--- config.mk ---
export PLATFORM = sky130hd
export DESIGN_NAME = wsme_encoder
export DESIGN_NICKNAME = d
export VERILOG_FILES = /design/src/wsme_pkg.sv /design/src/wsme_word_if.sv /design/src/wsme_encoder.sv /design/src/wsme_word_asm.sv /design/src/wsme_buf2.sv
export VERILOG_INCLUDE_DIRS = /design/src /design/src/src
export SDC_FILE = /design/constraint.sdc
export NUM_CORES = 1
export LEC_CHECK = 0
export BUFFER_PORTS_ARGS = -buffer_cell sky130_fd_sc_hd__buf_2
export CAP_MARGIN = 5
export CORE_ASPECT_RATIO = 0.9
export CORE_UTILIZATION = 40
export CTS_CLUSTER_SIZE = 20
export DETAILED_ROUTE_END_ITERATION = 8
export PLACE_DENSITY_LB_ADDON = 0.1
export SLEW_MARGIN = 20
export SYNTH_ARGS = -nofsm -noshare
export SYNTH_HDL_FRONTEND = slang
export SYNTH_HIERARCHICAL = 1
export SYNTH_SLANG_ARGS = --single-unit
--- constraint.sdc ---
create_clock -name i_sys_clk -period 4.9 [get_ports i_sys_clk]
set_input_delay 0.49 -clock i_sys_clk [delete_from_list [all_inputs] [get_ports i_sys_clk]]
set_output_delay 0.49 -clock i_sys_clk [all_outputs]
set_load 0.02 [all_outputs]
--- src/wsme_consts.svh ---
`ifndef WSME_CONSTS_SVH
`define WSME_CONSTS_SVH

// word field positions
`define WSME_BIT_AIR_GAP 0
`define WSME_BIT_MEAN_LO 1
`define WSME_BIT_MEAN_HI 2
`define WSME_BIT_DIR_VALID 3
`define WSME_BIT_ROT_DIR 4
`define WSME_BIT_DATA_LO 5
`define WSME_BIT_DATA_HI 7
`define WSME_BIT_PARITY 8
`define WSME_WORD_W 9

// meaning codes, numeric with bit 1 as lsb
`define WSME_MEAN_PKPK 2'h0
`define WSME_MEAN_CHAN 2'h1
`define WSME_MEAN_SPECIAL 2'h2
`define WSME_MEAN_TEMP 2'h3

// special event data codes, numeric with bit 5 as lsb
`define WSME_SPC_LOCKOUT 3'h0
`define WSME_SPC_CNT_EXCEEDED 3'h1
`define WSME_SPC_WRITE_REQ 3'h2
`define WSME_SPC_OVERTEMP 3'h4

// additional word sequence
`define WSME_SEQ_PKPK_SLOT 5'h09
`define WSME_SEQ_TEMP_SLOT 5'h13
`define WSME_SEQ_FIRST 5'h00
`define WSME_EE_REPEAT 2'h3

// buffer entry layout
`define WSME_ENT_W 11
`define WSME_ENT_KIND 9
`define WSME_ENT_TAG 10

`endif

--- src/wsme_pkg.sv ---
package wsme_pkg;
    typedef logic [4:0] wsme_slot_t;
    typedef logic [1:0] wsme_mean_t;
    typedef logic [2:0] wsme_data_t;
    typedef enum logic [1:0] {
        WSME_EE_IDLE = 2'b00,
        WSME_EE_SENDING = 2'b01,
        WSME_EE_EXCEEDED = 2'b10
    } wsme_ee_e;
endpackage

--- src/wsme_word_if.sv ---
`timescale 1ns/10ps
interface wsme_word_if #(parameter int W = 11);
    logic [W-1:0] data;
    logic valid;
    logic ready;
    modport src(output data, output valid, input ready);
    modport snk(input data, input valid, output ready);
endinterface

--- src/wsme_encoder.sv ---
`timescale 1ns/10ps
`include "wsme_consts.svh"
module wsme_encoder
    import wsme_pkg::*;
(
    // clock and reset
    input wire logic i_sys_clk,
    input wire logic i_rst,
    // message request from the pulse generator
    input wire logic i_msg_req,
    input wire logic i_msg_standstill,
    output logic o_req_ready,
    // per-message fields from the sensing path
    input wire logic i_air_gap_reserve,
    input wire logic i_direction_valid,
    input wire logic i_rotation_dir,
    input wire logic i_calibration,
    input wire logic [2:0] i_chan_code,
    input wire logic [2:0] i_pkpk_code,
    input wire logic [2:0] i_temp_code,
    // events
    input wire logic i_overtemp,
    input wire logic i_eeprom_write_needed,
    input wire logic i_write_count_exceeded,
    // word towards the current modulator
    output logic o_word_valid,
    output logic [`WSME_WORD_W-1:0] o_word,
    output logic o_pulse_kind_level,
    input wire logic i_word_ready,
    // status
    output logic o_selfwrite_start,
    output logic o_overtemp_flag,
    output logic o_eeprom_write_flag
);
    wsme_word_if #(.W(`WSME_ENT_W)) enc_if();
    wsme_word_if #(.W(`WSME_ENT_W)) out_if();

    ////////////////////////////////////////////////////////////////////
    // state
    wsme_slot_t slot_reg, slot_next;
    logic ot_reg, ot_next;
    logic ee_reg, ee_next;
    logic [1:0] ee_cnt_reg, ee_cnt_next;
    wsme_ee_e ee_st_reg, ee_st_next;
    logic start_reg, start_next;

    logic accept, tag;
    wsme_mean_t mean;
    wsme_data_t data;
    logic [`WSME_WORD_W-1:0] word;

    ////////////////////////////////////////////////////////////////////
    // word selection
    always_comb begin
        accept = i_msg_req & enc_if.ready;
        mean = `WSME_MEAN_CHAN;
        data = i_chan_code;
        tag = 1'b0;
        if (i_calibration) begin
            mean = `WSME_MEAN_CHAN;
            data = i_chan_code;
        end else if (i_msg_standstill && ee_reg &&
                     ee_st_reg != WSME_EE_EXCEEDED) begin
            mean = `WSME_MEAN_SPECIAL;
            data = `WSME_SPC_WRITE_REQ;
            tag = (ee_cnt_reg == `WSME_EE_REPEAT - 2'h1);
        end else if (i_msg_standstill && ee_reg) begin
            mean = `WSME_MEAN_SPECIAL;
            data = `WSME_SPC_CNT_EXCEEDED;
        end else if (slot_reg == `WSME_SEQ_PKPK_SLOT) begin
            mean = `WSME_MEAN_PKPK;
            data = i_pkpk_code;
        end else if (slot_reg == `WSME_SEQ_TEMP_SLOT) begin
            if (ot_reg) begin
                mean = `WSME_MEAN_SPECIAL;
                data = `WSME_SPC_OVERTEMP;
            end else begin
                mean = `WSME_MEAN_TEMP;
                data = i_temp_code;
            end
        end else begin
            mean = `WSME_MEAN_CHAN;
            data = i_chan_code;
        end
    end

    wsme_word_asm u_asm (
        .i_air_gap_reserve(i_air_gap_reserve),
        .i_mean(mean),
        // caller sets validity by message type
        .i_direction_valid(i_direction_valid),
        .i_rotation_dir(i_rotation_dir),
        .i_data(data),
        .o_word(word)
    );

    // kind bit picks high or middle level
    assign enc_if.data = {tag, ~i_msg_standstill, word};
    assign enc_if.valid = i_msg_req;

    wsme_buf2 #(.W(`WSME_ENT_W)) u_buf (
        .i_sys_clk(i_sys_clk),
        .i_rst(i_rst),
        .in_if(enc_if),
        .out_if(out_if)
    );
    assign out_if.ready = i_word_ready;

    ////////////////////////////////////////////////////////////////////
    // flags and sequence
    always_comb begin
        slot_next = slot_reg;
        ot_next = ot_reg;
        ee_next = ee_reg;
        ee_cnt_next = ee_cnt_reg;
        ee_st_next = ee_st_reg;
        if (accept && !i_calibration) begin
            slot_next = (slot_reg == `WSME_SEQ_TEMP_SLOT) ?
                        `WSME_SEQ_FIRST : slot_reg + 5'h01;
        end
        if (accept && !i_calibration && ot_reg &&
            slot_reg == `WSME_SEQ_TEMP_SLOT && !(i_msg_standstill &&
            ee_reg)) begin
            ot_next = 1'b0;
        end
        if (i_overtemp) begin
            ot_next = 1'b1;
        end
        if (accept && !i_calibration && ee_reg) begin
            if (!i_msg_standstill) begin
                ee_cnt_next = 2'h0;
            end else if (ee_st_reg == WSME_EE_EXCEEDED) begin
                ee_next = 1'b0;
                ee_st_next = WSME_EE_IDLE;
            end else if (ee_cnt_reg == `WSME_EE_REPEAT - 2'h1) begin
                ee_next = 1'b0;
                ee_cnt_next = 2'h0;
                ee_st_next = WSME_EE_IDLE;
            end else begin
                ee_cnt_next = ee_cnt_reg + 2'h1;
                ee_st_next = WSME_EE_SENDING;
            end
        end
        if (i_eeprom_write_needed) begin
            ee_next = 1'b1;
            if (!ee_reg) begin
                ee_cnt_next = 2'h0;
                ee_st_next = i_write_count_exceeded ?
                             WSME_EE_EXCEEDED : WSME_EE_IDLE;
            end
        end
    end

    // start when third word leaves buffer
    always_comb begin
        start_next = out_if.valid & out_if.ready &
                     out_if.data[`WSME_ENT_TAG];
    end

    always_ff @(posedge i_sys_clk or posedge i_rst) begin
        if (i_rst) begin
            slot_reg <= `WSME_SEQ_FIRST;
            ot_reg <= 1'b0;
            ee_reg <= 1'b0;
            ee_cnt_reg <= 2'h0;
            ee_st_reg <= WSME_EE_IDLE;
            start_reg <= 1'b0;
        end else begin
            slot_reg <= slot_next;
            ot_reg <= ot_next;
            ee_reg <= ee_next;
            ee_cnt_reg <= ee_cnt_next;
            ee_st_reg <= ee_st_next;
            start_reg <= start_next;
        end
    end

    ////////////////////////////////////////////////////////////////////
    // outputs, all from flops
    assign o_req_ready = enc_if.ready;
    assign o_word_valid = out_if.valid;
    assign o_word = out_if.data[`WSME_WORD_W-1:0];
    assign o_pulse_kind_level = out_if.data[`WSME_ENT_KIND];
    assign o_selfwrite_start = start_reg;
    assign o_overtemp_flag = ot_reg;
    assign o_eeprom_write_flag = ee_reg;
endmodule

--- src/wsme_word_asm.sv ---
`timescale 1ns/10ps
`include "wsme_consts.svh"
module wsme_word_asm
    import wsme_pkg::*;
(
    // fields
    input wire logic i_air_gap_reserve,
    input wire wsme_mean_t i_mean,
    input wire logic i_direction_valid,
    input wire logic i_rotation_dir,
    input wire wsme_data_t i_data,
    // word
    output logic [`WSME_WORD_W-1:0] o_word
);
    always_comb begin
        o_word = '0;
        o_word[`WSME_BIT_AIR_GAP] = i_air_gap_reserve;
        o_word[`WSME_BIT_MEAN_HI:`WSME_BIT_MEAN_LO] = i_mean;
        o_word[`WSME_BIT_DIR_VALID] = i_direction_valid;
        o_word[`WSME_BIT_ROT_DIR] = i_rotation_dir;
        o_word[`WSME_BIT_DATA_HI:`WSME_BIT_DATA_LO] = i_data;
        o_word[`WSME_BIT_PARITY] = ^o_word[`WSME_BIT_PARITY-1:0];
    end
endmodule

--- src/wsme_buf2.sv ---
`timescale 1ns/10ps
module wsme_buf2 #(
    parameter int W = 11
) (
    // clock and reset
    input wire logic i_sys_clk,
    input wire logic i_rst,
    // fill and drain sides
    wsme_word_if.snk in_if,
    wsme_word_if.src out_if
);
    logic [W-1:0] head_reg, head_next, tail_reg, tail_next;
    logic head_v_reg, head_v_next, tail_v_reg, tail_v_next;
    logic push, pop;

    // head is always the oldest entry, so output comes from flops
    assign in_if.ready = ~tail_v_reg;
    assign out_if.data = head_reg;
    assign out_if.valid = head_v_reg;

    always_comb begin
        push = in_if.valid & ~tail_v_reg;
        pop = head_v_reg & out_if.ready;
        head_next = head_reg;
        tail_next = tail_reg;
        head_v_next = head_v_reg;
        tail_v_next = tail_v_reg;
        if (!head_v_reg || pop) begin
            if (tail_v_reg) begin
                head_next = tail_reg;
                head_v_next = 1'b1;
                tail_next = in_if.data;
                tail_v_next = push;
            end else begin
                head_next = in_if.data;
                head_v_next = push;
            end
        end else if (push) begin
            tail_next = in_if.data;
            tail_v_next = 1'b1;
        end
    end

    always_ff @(posedge i_sys_clk or posedge i_rst) begin
        if (i_rst) begin
            head_reg <= '0;
            tail_reg <= '0;
            head_v_reg <= 1'b0;
            tail_v_reg <= 1'b0;
        end else begin
            head_reg <= head_next;
            tail_reg <= tail_next;
            head_v_reg <= head_v_next;
            tail_v_reg <= tail_v_next;
        end
    end
endmodule

* Word level (Yosys, flattened, before mapping) *
Index checks and enable logic that the tools add are counted.

operators by class
  add/sub/neg operators = 2
  equal/unequal tests = 6
  mux-type cells = 43
  bitwise logic cells = 5
  reductions and logical operators = 19

operators by type and width
  operator               count
  $mux W11               4
  $mux W2                16
  $mux W3                6
  $mux W1                16
  $reduce_bool A2 Y1     4
  $reduce_xor A8 Y1      1
  $logic_and A1 B1 Y1    7
  $add A5 B1 Y5 const B  1
  $eq A5 B4 Y1 const B   1
  $eq A5 B5 Y1 const B   1
  $mux W5                1
  $eq A2 B2 Y1 const B   2
  $and A1 B1 Y1          3
  $logic_not A1 Y1       3
  $reduce_and A3 Y1      1
  $reduce_bool A3 Y1     1
  $add A2 B1 Y2 const B  1
  $ne A2 B1 Y1 const B   1
  $ne A2 B2 Y1 const B   1
  $not A1 Y1             2
  $reduce_and A2 Y1      1
  $logic_or A1 B1 Y1     1

storage, ports and cells
  register bits after elaboration = 36

* Depth between registers and ports, before layout *
Gate-level depths: netlist of run 1.

  word-level depth = 9
  gate-level depth with buffers = 11
  mapped depth without buffers = 11

* Modules after synthesis *
Netlist of run 1, hierarchy kept.

by module, submodules not included
  module         instances  cells each  area each (um2)
  wsme_buf2      1          118         1216.2
  wsme_encoder   1          92          817.0
  wsme_word_asm  1          15          121.4

* Least setup slack after synthesis of run 1 *
No wires, ideal clock.

  path kind = reg-to-reg
  from = reg slot_reg[0]
  to = reg u_buf.tail_reg[8]
  data arrival time = 2.077 ns
  path slack = 2.740 ns
  cell stages (with the launch flop) = 11
  buffers on the path = 0
  period minus slack after synthesis = 2.160 ns
  cell sequence = dfrtp_1 -> ha_1 -> nand4bb_4 -> nor3b_1 -> a211oi_1 -> o41ai_2 -> xnor2_1 -> xnor2_1 -> xnor2_1 -> o21ai_0 -> o22ai_1

on the way
  longest elaborated chain between the ends = 9
  elaborated cells on any way between the ends = 16
  those cells by class = eq/ne: 2; mux: 13; reduce/logical: 1

RTL lines
  item                                RTL line                          source
  from (decl)                         wsme_encoder.sv:40                wsme_slot_t slot_reg, slot_next;
  from (signal assigned)              wsme_encoder.sv:162               slot_reg <= `WSME_SEQ_FIRST;
  from (signal assigned)              wsme_encoder.sv:169               slot_reg <= slot_next;
  $eq A5 B5 Y1 (no line)              --
  $mux W3                             wsme_encoder.sv:73                end else if (slot_reg == `WSME_SEQ_TEMP_SLOT) begin
  $mux W3 (*)                         wsme_encoder.sv:70                end else if (slot_reg == `WSME_SEQ_PKPK_SLOT) begin
  $mux W3 (*)                         wsme_encoder.sv:67                end else if (i_msg_standstill && ee_reg) begin
  $mux W3 (*)                         wsme_encoder.sv:62                end else if (i_msg_standstill && ee_reg &&
  $mux W3 (*)                         wsme_encoder.sv:59                if (i_calibration) begin
  via data[0]                         wsme_encoder.sv:49                wsme_data_t data;
  $reduce_xor A8 Y1 (*)               wsme_word_asm.sv:22               o_word[`WSME_BIT_PARITY] = ^o_word[`WSME_BIT_PARITY-1:0];
  via enc_if.data[8]                  wsme_word_if.sv:3                 logic [W-1:0] data;
  $mux W11, on equally long branches  wsme_buf2.sv:38, wsme_buf2.sv:29
  $mux W11 (*)                        wsme_buf2.sv:28                   if (!head_v_reg || pop) begin
  to (signal assigned)                wsme_buf2.sv:52                   tail_reg <= tail_next;
  to (decl)                           wsme_buf2.sv:12                   logic [W-1:0] head_reg, head_next, tail_reg, tail_next;

The timed path passes the listed nets; every way through them passes the cells marked *. The select of a mux whose other input is x is not followed.
A chain may end at the register's enable or synchronous reset.

* Final worst setup path of run 1 *
Ends and elaborated chain as after synthesis.

==> impl_metrics.yaml, run 1 <==
clock_network:
  postCtsSetupBuffers: 0
  cts_htree_levels: 2
  post_cts_resized: 0
  cts_inserted_buffers: 5
  cts_root_buffer: "clkbuf_8"
  clock_latency_ns: 0.28
  cts_tree: "done"
  clock-sinks: 36
  clkTransAtPathRegs_ns: 0.07
  ctsHoldBuffers: 0
  max-clock-path-buffers: 2
setup_path:
  end_kind: "flip-flop"
  crit_top_cell: "xnor2_1"
  cp_slowest_cell: "o41ai_2"
  critical_path_required_ns: 5.10
  critPathBufInv: 0
  r2r_start: "slot_reg[0]"
  crit_family: "compound AO/OA/AOI/OAI gates"
  start_kind: "flip-flop"
  max_stage_delay_ns: 0.47
  cp_data_arrival_time_ns: 2.71
  path_cells: "ha_1 -> nand4bb_4 -> nor3b_1 -> a211oi_1 -> o41ai_2 -> xnor2_1 -> xnor2_1 -> xnor2_1 -> o21ai_0 -> o22ai_1"
  path_class: "flip-flop to flip-flop"
  crit_fanout: 6
  crit_path_start: "slot_reg[0]"
  reg2reg_slack_ns: 2.39
pwr:
  p_per_area_nw_per_um2: 405
  p_int_uw: 628
  power_frac_seq: 0.459
  p_leak_nw: 1.02
  p_comb_frac: 0.299
  swShare: 0.342
  power_switching_uw: 326
  p_clk_frac: 0.243
  vdd_drop_max_uv: 178
place:
  dp_hpwl_mm: 3.10
  place_inst: 303
  portBuffers: 35
  place.gp.congestion: 0.719
  pre_cts_ws_ns: 2.40
synth:
  synth_top_flop_cell: "dfrtp_1"
  synth_fp_nets: 248
  synth_area_per_cell_um2: 9.58
  syn-cell-area_um2: 2150
  synth-async-reset-ratio: 1.00
  yosysTopAreaCell: "dfrtp_1"
  yosysWarnings: 6
  synth_seq_cells: 36
  yosys.cell_types.count: 45
  ys_top_cells_by_area: "dfrtp_1 42%, mux2i_1 10%, o21ai_0 6.7%"
  synth_top_area_frac: 0.418
  synthesis.instances: 225
  ys_seq_area_frac: 0.418
  synth_edf_count: 0
detailed_routing:
  viasPerCell: 5.34
  drt_wl_total_mm: 4.59
  dr.pass1.iters: 4
  route.vias.total: 1654
  final_antenna_net_count: 0
  drtIter0Drc: 91
  wire_per_inst_um: 14.8
  remaining_drc_errors: 0
floorplan:
  start_util: 0.430
  dieHeight_um: 71.6
  die_area_um2: 5680
  rows: 24
  core-area_um2: 5010
  die_width_um: 79.4
  io_pins: 36
sta:
  hold_viol_final: 0
  setup_slack_ns: 2.39
  rsz0062_at_grt: "false"
  min_period_over_period: 0.513
  finalCriticalPeriod_ns: 2.51
  setup_tns_ns: 0
  drv_slew: 0
  setup_viol_count_final: 0
  hold_ws_ns: 0.221
  tightest_slew_ns: 1.04
  slew_headroom: 0.305
  max_freq_mhz: 398
  worst_clock_skew_ns: 0.00383
min_path:
  hold_path_class: "input port to asynchronous set/reset pin"
global_routing:
  grt.overflow.total: 0
  grt_max_degree: 47
  grt_pass1_wl_mm: 7.99
  antenna_found_initial: 0
  grt_util_all_layers: 0.184
  grt_pass1_vias: 1610
layout:
  final_cell_mix: "36 x dfrtp_1, 35 x buf_2, 29 x o21ai_0"
  final_cell_count_no_fill: 310
  antenna_cells: 0
  area_growth_pct: 9.41
  fillers: 499
  drive_gt1_frac: 0.208
  final_nets: 268
  layout_commonest_cell: "dfrtp_1"
run:
  maxCapViolations: 0
status:
  outcome: "complete, no violations"
cell type report:
type / instances / area (um^2) / area share
multi-input combinational: 161 / 1080 / 0.459
sequential: 36 / 901 / 0.382
timing repair buffer: 35 / 175 / 0.0743
clock buffer: 7 / 96.3 / 0.0409
tap: 65 / 81.3 / 0.0345
inverter: 6 / 22.5 / 0.00955
power groups by stage:
| stage | Combinational, mW | Sequential [mW] | Clock (mW) |
|---|---|---|---|
| 4_1_cts | 0.288 | 0.437 | 0.240 |
| 5_1_grt | 0.324 | 0.450 | 0.251 |
| 6_report | 0.285 | 0.437 | 0.232 |
| 3_3_place_gp | 0.285 | 0.440 | 0 |
| 2_1_floorplan | 0.219 | 0.448 | 0 |
| 3_5_place_dp | 0.288 | 0.442 | 0 |
per-stage QoR:
| step | power, mW | cell area [um^2] | utilization |
|---|---|---|---|
| 2_1_floorplan | 0.667 | 2150 | - |
| 3_3_place_gp | 0.725 | 2260 | 0.451 |
| 3_5_place_dp | 0.730 | 2260 | 0.451 |
| 4_1_cts | 0.966 | 2360 | 0.470 |
| 5_1_grt | 1.02 | 2360 | 0.470 |
| 6_report | 0.954 | 2360 | 0.470 |
worst paths after layout:
check / to / cells past startpoint
worst max-delay path: u_buf/tail_reg[8] / 10
worst min-delay path: slot_reg[2] / 2
worst max register to register: u_buf/tail_reg[8] / 10
worst min register to register: u_buf/out_if.data[1] / 2
max in group asynchronous: u_buf/out_if.data[3] / 2
min in group i_sys_clk: o_overtemp_flag / 2
routing by layer:
layer,part of all wire,track usage
met5,0,0
met1,0.52,0.267
met2,0.45,0.273
met4,0.0083,0.0606
met3,0.027,0.0395
kinds of logic after synthesis:
| logic type | Yosys count | synth area share |
|---|---|---|
| compound gates | 71 | 0.192 |
| simple gates | 58 | 0.161 |
| flops | 36 | 0.418 |
| buf+inv | 28 | 0.0825 |
| mux | 22 | 0.102 |
| xor+xnor | 8 | 0.0325 |
| fa+ha+maj | 2 | 0.0116 |
cell usage after synthesis (2+ instances only):
cell type	instances
nor2b_1	4
nand4b_1	2
buf_4	9
o22ai_1	11
clkbuf_1	4
nand2_1	19
buf_2	6
nor3b_1	2
nand3_1	4
xnor2_1	7
or3_1	2
nor2_1	5
nor4_1	2
or2b_2	2
a21o_1	3
a21oi_1	18
a211oi_1	2
dfrtp_1	36
ha_1	2
buf_6	2
nor3_1	5
o21ai_0	29
mux2i_1	22
inv_1	6
Note: power is estimated with default switching activity, not from simulation.
==> run 2, diff against run 1 <==
==> constraint.sdc (replaced) <==
create_clock -name i_sys_clk -period 2.6 [get_ports i_sys_clk]
set_input_delay 0.26 -clock i_sys_clk [delete_from_list [all_inputs] [get_ports i_sys_clk]]
set_output_delay 0.26 -clock i_sys_clk [all_outputs]
set_load 0.02 [all_outputs]
==> run 2 against run 1 <==
Cell count grew 1.6%; first-iteration DRC count shrank 24%; utilization grew 0.97 points; routed wire length shrank 2.2%; count of clock-buffer cells in the layout shrank 1; worst setup slack lost 2.1 ns; fmax grew 9.4%; hold slack lost 0.066 ns.
==> impl_metrics.yaml, run 2 (synthesis results as in run 1) <==
setup_path:
  end_kind: "flip-flop"
  reg2reg_slack_ns: 0.30
  path_cells: "ha_1 -> and4bb_4 -> o311ai_0 -> o22a_2 -> xnor2_1 -> xnor2_1 -> xnor2_1 -> o21ai_0 -> o22ai_1"
  critical_path_required_ns: 2.81
  path_class: "flip-flop to flip-flop"
  r2r_cells: 9
  r2r_start: "slot_reg[0]"
  start_kind: "flip-flop"
  crit_fanout: 7
  max_stage_delay_ns: 0.44
  crit_top_cell: "xnor2_1"
  rr_endpoint: "u_buf/tail_reg[8]"
  cp_data_arrival_time_ns: 2.50
  cp_slowest_cell: "dfrtp_2"
clock_network:
  clkTransAtPathRegs_ns: 0.07
  clock-sinks: 36
  cts_tree: "done"
  cts_htree_levels: 2
  cts_root_buffer: "clkbuf_8"
  postCtsSetupBuffers: 0
  max-clock-path-buffers: 2
  clock_latency_ns: 0.28
  cts_inserted_buffers: 5
floorplan:
  io_pins: 36
  die_area_um2: 5680
  rows: 24
  core-area_um2: 5010
  dieHeight_um: 71.6
  die_width_um: 79.4
  start_util: 0.430
global_routing:
  grt.overflow.total: 0
  antenna_found_initial: 0
  grt_pass1_wl_mm: 7.51
  grt_util_all_layers: 0.173
  grt_max_degree: 26
  grt_pass1_vias: 1548
sta:
  hold_ws_ns: 0.155
  slew_headroom: 0.357
  setup_viol_count_final: 0
  worst_clock_skew_ns: 0.00277
  hold_viol_final: 0
  min_period_over_period: 0.883
  rsz0062_at_grt: "false"
  finalCriticalPeriod_ns: 2.30
  setup_tns_ns: 0
  drv_slew: 0
  setup_slack_ns: 0.304
  max_freq_mhz: 436
  tightest_slew_ns: 0.964
detailed_routing:
  viasPerCell: 5.24
  dr.pass1.iters: 4
  route.met3.wl_um: 109
  remaining_drc_errors: 0
  final_antenna_net_count: 0
  wl_met1_mm: 2.36
  drt_wl_total_mm: 4.48
  route.vias.total: 1651
  wl_met2_mm: 1.96
  drtIter0Drc: 69
  highest_layer: "met4"
  wire_per_inst_um: 14.2
min_path:
  hold_path_class: "input port to flip-flop"
  hold_start: "i_overtemp"
  hold_end: "o_overtemp_flag"
  hold_depth: 2
place:
  dp_hpwl_mm: 3.16
  pre_cts_ws_ns: 0.149
  portBuffers: 35
  place.gp.congestion: 0.740
run:
  maxCapViolations: 0
pwr:
  vdd_drop_max_uv: 490
  p_leak_nw: 1.04
  p_per_area_nw_per_um2: 729
layout:
  final_cell_mix: "35 x dfrtp_1, 35 x buf_2, 29 x o21ai_0"
  drive_gt1_frac: 0.236
  final_nets: 273
  area_growth_pct: 11.7
  antenna_cells: 0
status:
  outcome: "complete, no violations"
-- run 2: cell type report --
| cell class | count | area, um^2 |
|---|---|---|
| tap | 65 | 81.3 |
| clock inverter | 1 | 5.00 |
| sequential | 36 | 902 |
| inverter | 6 | 22.5 |
| multi-input combinational | 161 | 1090 |
| fill | 496 | 2610 |
| clock buffer | 6 | 72.6 |
| timing repair buffer | 40 | 228 |
-- run 2: report_power, final --
part	total [mW]	internal [mW]	switching (mW)
registers	0.815	0.695	0.120
logic	0.565	0.267	0.298
clock network	0.375	0.182	0.193
-- run 2: critical path, delay by kind of cell, from the launching register on --
kind            cells  cell delay, ns
compound gates      4            0.90
xor+xnor            3            0.47
fa+ha+maj           1            0.20
flops               1            0.44
simple gates        1            0.23
-- run 2: through the flow --
step,power [mW],std cells,area [um^2],utilization
2_1_floorplan,1.26,225,2150,-
3_3_place_gp,1.38,307,2300,0.459
3_5_place_dp,1.39,307,2300,0.459
4_1_cts,1.77,315,2390,0.477
5_1_grt,1.89,315,2410,0.480
6_report,1.76,315,2410,0.480
-- run 2: layer usage --
metal | vias up | global-route usage
met5 | - | 0
met2 | 24 | 0.259
li1 | 853 | -
met4 | 0 | 0.0667
met3 | 5 | 0.0344
met1 | 769 | 0.246
-- run 2: repair_timing --
action	CTS	global route
endpoints found under the setup margin	0	2
hold buffers	1	0
resized for setup	0	5
hold endpoints to repair	6	0
-- run 2: how the worst max path moves through the flow --
stage                startpoint           endpoint  slack, ns  depth (start not counted)
floorplan           slot_reg[0]  u_buf/tail_reg[8]       0.44                         10
global placement    slot_reg[0]  u_buf/tail_reg[8]       0.20                         10
detailed placement  slot_reg[0]  u_buf/tail_reg[8]       0.15                         10
CTS                 slot_reg[0]  u_buf/tail_reg[8]       0.13                         10
global route        slot_reg[1]  u_buf/tail_reg[8]      0.004                         10
finish              slot_reg[0]  u_buf/tail_reg[8]       0.30                          9
==> run 3, diff against run 2 <==
--- a/config.mk
+++ b/config.mk
@@ -9,7 +9,7 @@
 export BUFFER_PORTS_ARGS = -buffer_cell sky130_fd_sc_hd__buf_2
 export CAP_MARGIN = 5
 export CORE_ASPECT_RATIO = 0.9
-export CORE_UTILIZATION = 40
+export CORE_UTILIZATION = 45
 export CTS_CLUSTER_SIZE = 20
 export DETAILED_ROUTE_END_ITERATION = 8
 export PLACE_DENSITY_LB_ADDON = 0.1
==> run 3 against run 2 <==
Routed wire length fell by 0.78%; power rose by 6.7%; cell count fell by 0.32%; clock power rose by 33%; first-iteration DRC count rose by 49%; fmax fell by 2.0%; sequential share of layout area fell by 0.36 points; via count rose by 0.73%; critical endpoint unchanged; largest cell class unchanged; highest routed layer unchanged.
==> impl_metrics.yaml, run 3 (synthesis results as in run 1) <==
detailed_routing:
  remaining_drc_errors: 0
  route.vias.total: 1663
  dr.pass1.iters: 4
  drt_wl_total_mm: 4.45
  final_antenna_net_count: 0
  viasPerCell: 5.30
  drtIter0Drc: 103
  wire_per_inst_um: 14.2
sta:
  drv_slew: 0
  setup_viol_count_final: 0
  tightest_slew_ns: 0.929
  setup_tns_ns: 0
  hold_viol_final: 0
  rsz0062_at_grt: "false"
  setup_slack_ns: 0.258
  min_period_over_period: 0.901
  finalCriticalPeriod_ns: 2.34
  slew_headroom: 0.380
  worst_clock_skew_ns: 0.00751
  max_freq_mhz: 427
clock_network:
  cts_tree: "done"
  cts_inserted_buffers: 5
  max-clock-path-buffers: 2
  clock_latency_ns: 0.30
  cts_root_buffer: "clkbuf_8"
  clkTransAtPathRegs_ns: 0.08
  clock-sinks: 36
  cts_htree_levels: 2
pwr:
  p_comb_frac: 0.299
  swShare: 0.338
  power_frac_seq: 0.435
  vdd_drop_max_uv: 480
  p_int_mw: 1.24
  p_leak_nw: 1.06
  p_per_area_nw_per_um2: 772
  p_clk_frac: 0.266
  power_switching_uw: 633
status:
  outcome: "complete, no violations"
global_routing:
  grt.overflow.total: 0
  antenna_found_initial: 0
  grt_pass1_wl_mm: 7.21
  grt_max_degree: 47
  grt_util_all_layers: 0.198
  grt_pass1_vias: 1461
setup_path:
  end_kind: "flip-flop"
  path_class: "flip-flop to flip-flop"
  critical_path_required_ns: 2.82
  cp_data_arrival_time_ns: 2.57
  crit_fanout: 7
  start_kind: "flip-flop"
  reg2reg_slack_ns: 0.26
place:
  portBuffers: 35
  pre_cts_ws_ns: 0.150
  place.gp.congestion: 0.882
  place_inst: 304
  dp_hpwl_mm: 3.20
floorplan:
  die_width_um: 74.9
  io_pins: 36
  dieHeight_um: 67.6
  core-area_um2: 4520
  die_area_um2: 5070
  rows: 23
  start_util: 0.477
layout:
  area_growth_pct: 12.6
  final_cell_count_no_fill: 314
  final_cell_mix: "36 x dfrtp_1, 35 x buf_2, 29 x o21ai_0"
  drive_gt1_frac: 0.234
  antenna_cells: 0
  layout_commonest_cell: "dfrtp_1"
  final_nets: 274
run:
  maxCapViolations: 0
min_path:
  hold_path_class: "input port to flip-flop"
## run 3: what timing repair did
item / CTS / global route
endpoints found under the setup margin: 0 / 2
resized for setup: 0 / 2
buffers inserted: 0 / 1
hold buffers: 1 / 0
endpoints found under the hold margin: 8 / 0
## run 3: final timing paths
path                                            start                    end  depth (start not counted)
worst max register to register            slot_reg[0]      u_buf/tail_reg[8]                          9
worst max-delay path                      slot_reg[0]      u_buf/tail_reg[8]                          9
max in group asynchronous                       i_rst  u_buf/out_if.data[10]                          3
min in group asynchronous                       i_rst    o_eeprom_write_flag                          3
worst min-delay path                       i_overtemp        o_overtemp_flag                          2
worst min register to register  u_buf/out_if.data[10]  u_buf/out_if.data[10]                          2
## run 3: area by class of cell
cell class / count / area (um^2)
fill: 435 / 2090
multi-input combinational: 161 / 1090
sequential: 36 / 901
timing repair buffer: 41 / 223
tap: 62 / 77.6
clock buffer: 5 / 68.8
clock inverter: 3 / 42.5
inverter: 6 / 22.5
## run 3: metrics by stage
stage	hold WS, ns	power (mW)	instance area, um^2	util
after floorplan	0.125	1.26	2150	-
final	0.135	1.87	2430	0.537
after global routing	0.134	2.00	2430	0.537
after global placement	0.320	1.37	2290	0.506
after CTS	0.129	1.89	2410	0.533
after detailed placement	0.319	1.38	2290	0.506
## run 3: power groups by stage
stage | clock network [mW] | logic (mW) | registers (mW)
floorplan | 0 | 0.412 | 0.845
global placement | 0 | 0.555 | 0.820
detailed placement | 0 | 0.560 | 0.822
CTS | 0.516 | 0.561 | 0.812
global route | 0.539 | 0.628 | 0.837
finish | 0.499 | 0.560 | 0.815
## run 3: per-layer routing
layer  vias to the layer above  track usage  wire (um)
li1                        857            -          -
met1                       766        0.302       2460
met2                        35        0.256       1750
met3                         5       0.0567        178
met4                         0       0.0778         63
met5                         -            0          0
## run 3: worst max-delay path: stages (launching register included)
cell and delay [ns]:
dfrtp_1 0.43, ha_1 0.22, and4bb_4 0.23, o311ai_0 0.35, o22a_1 0.28, xnor2_1 0.15, xnor2_1 0.16, xnor2_1 0.17
o21ai_0 0.13, o22ai_1 0.15
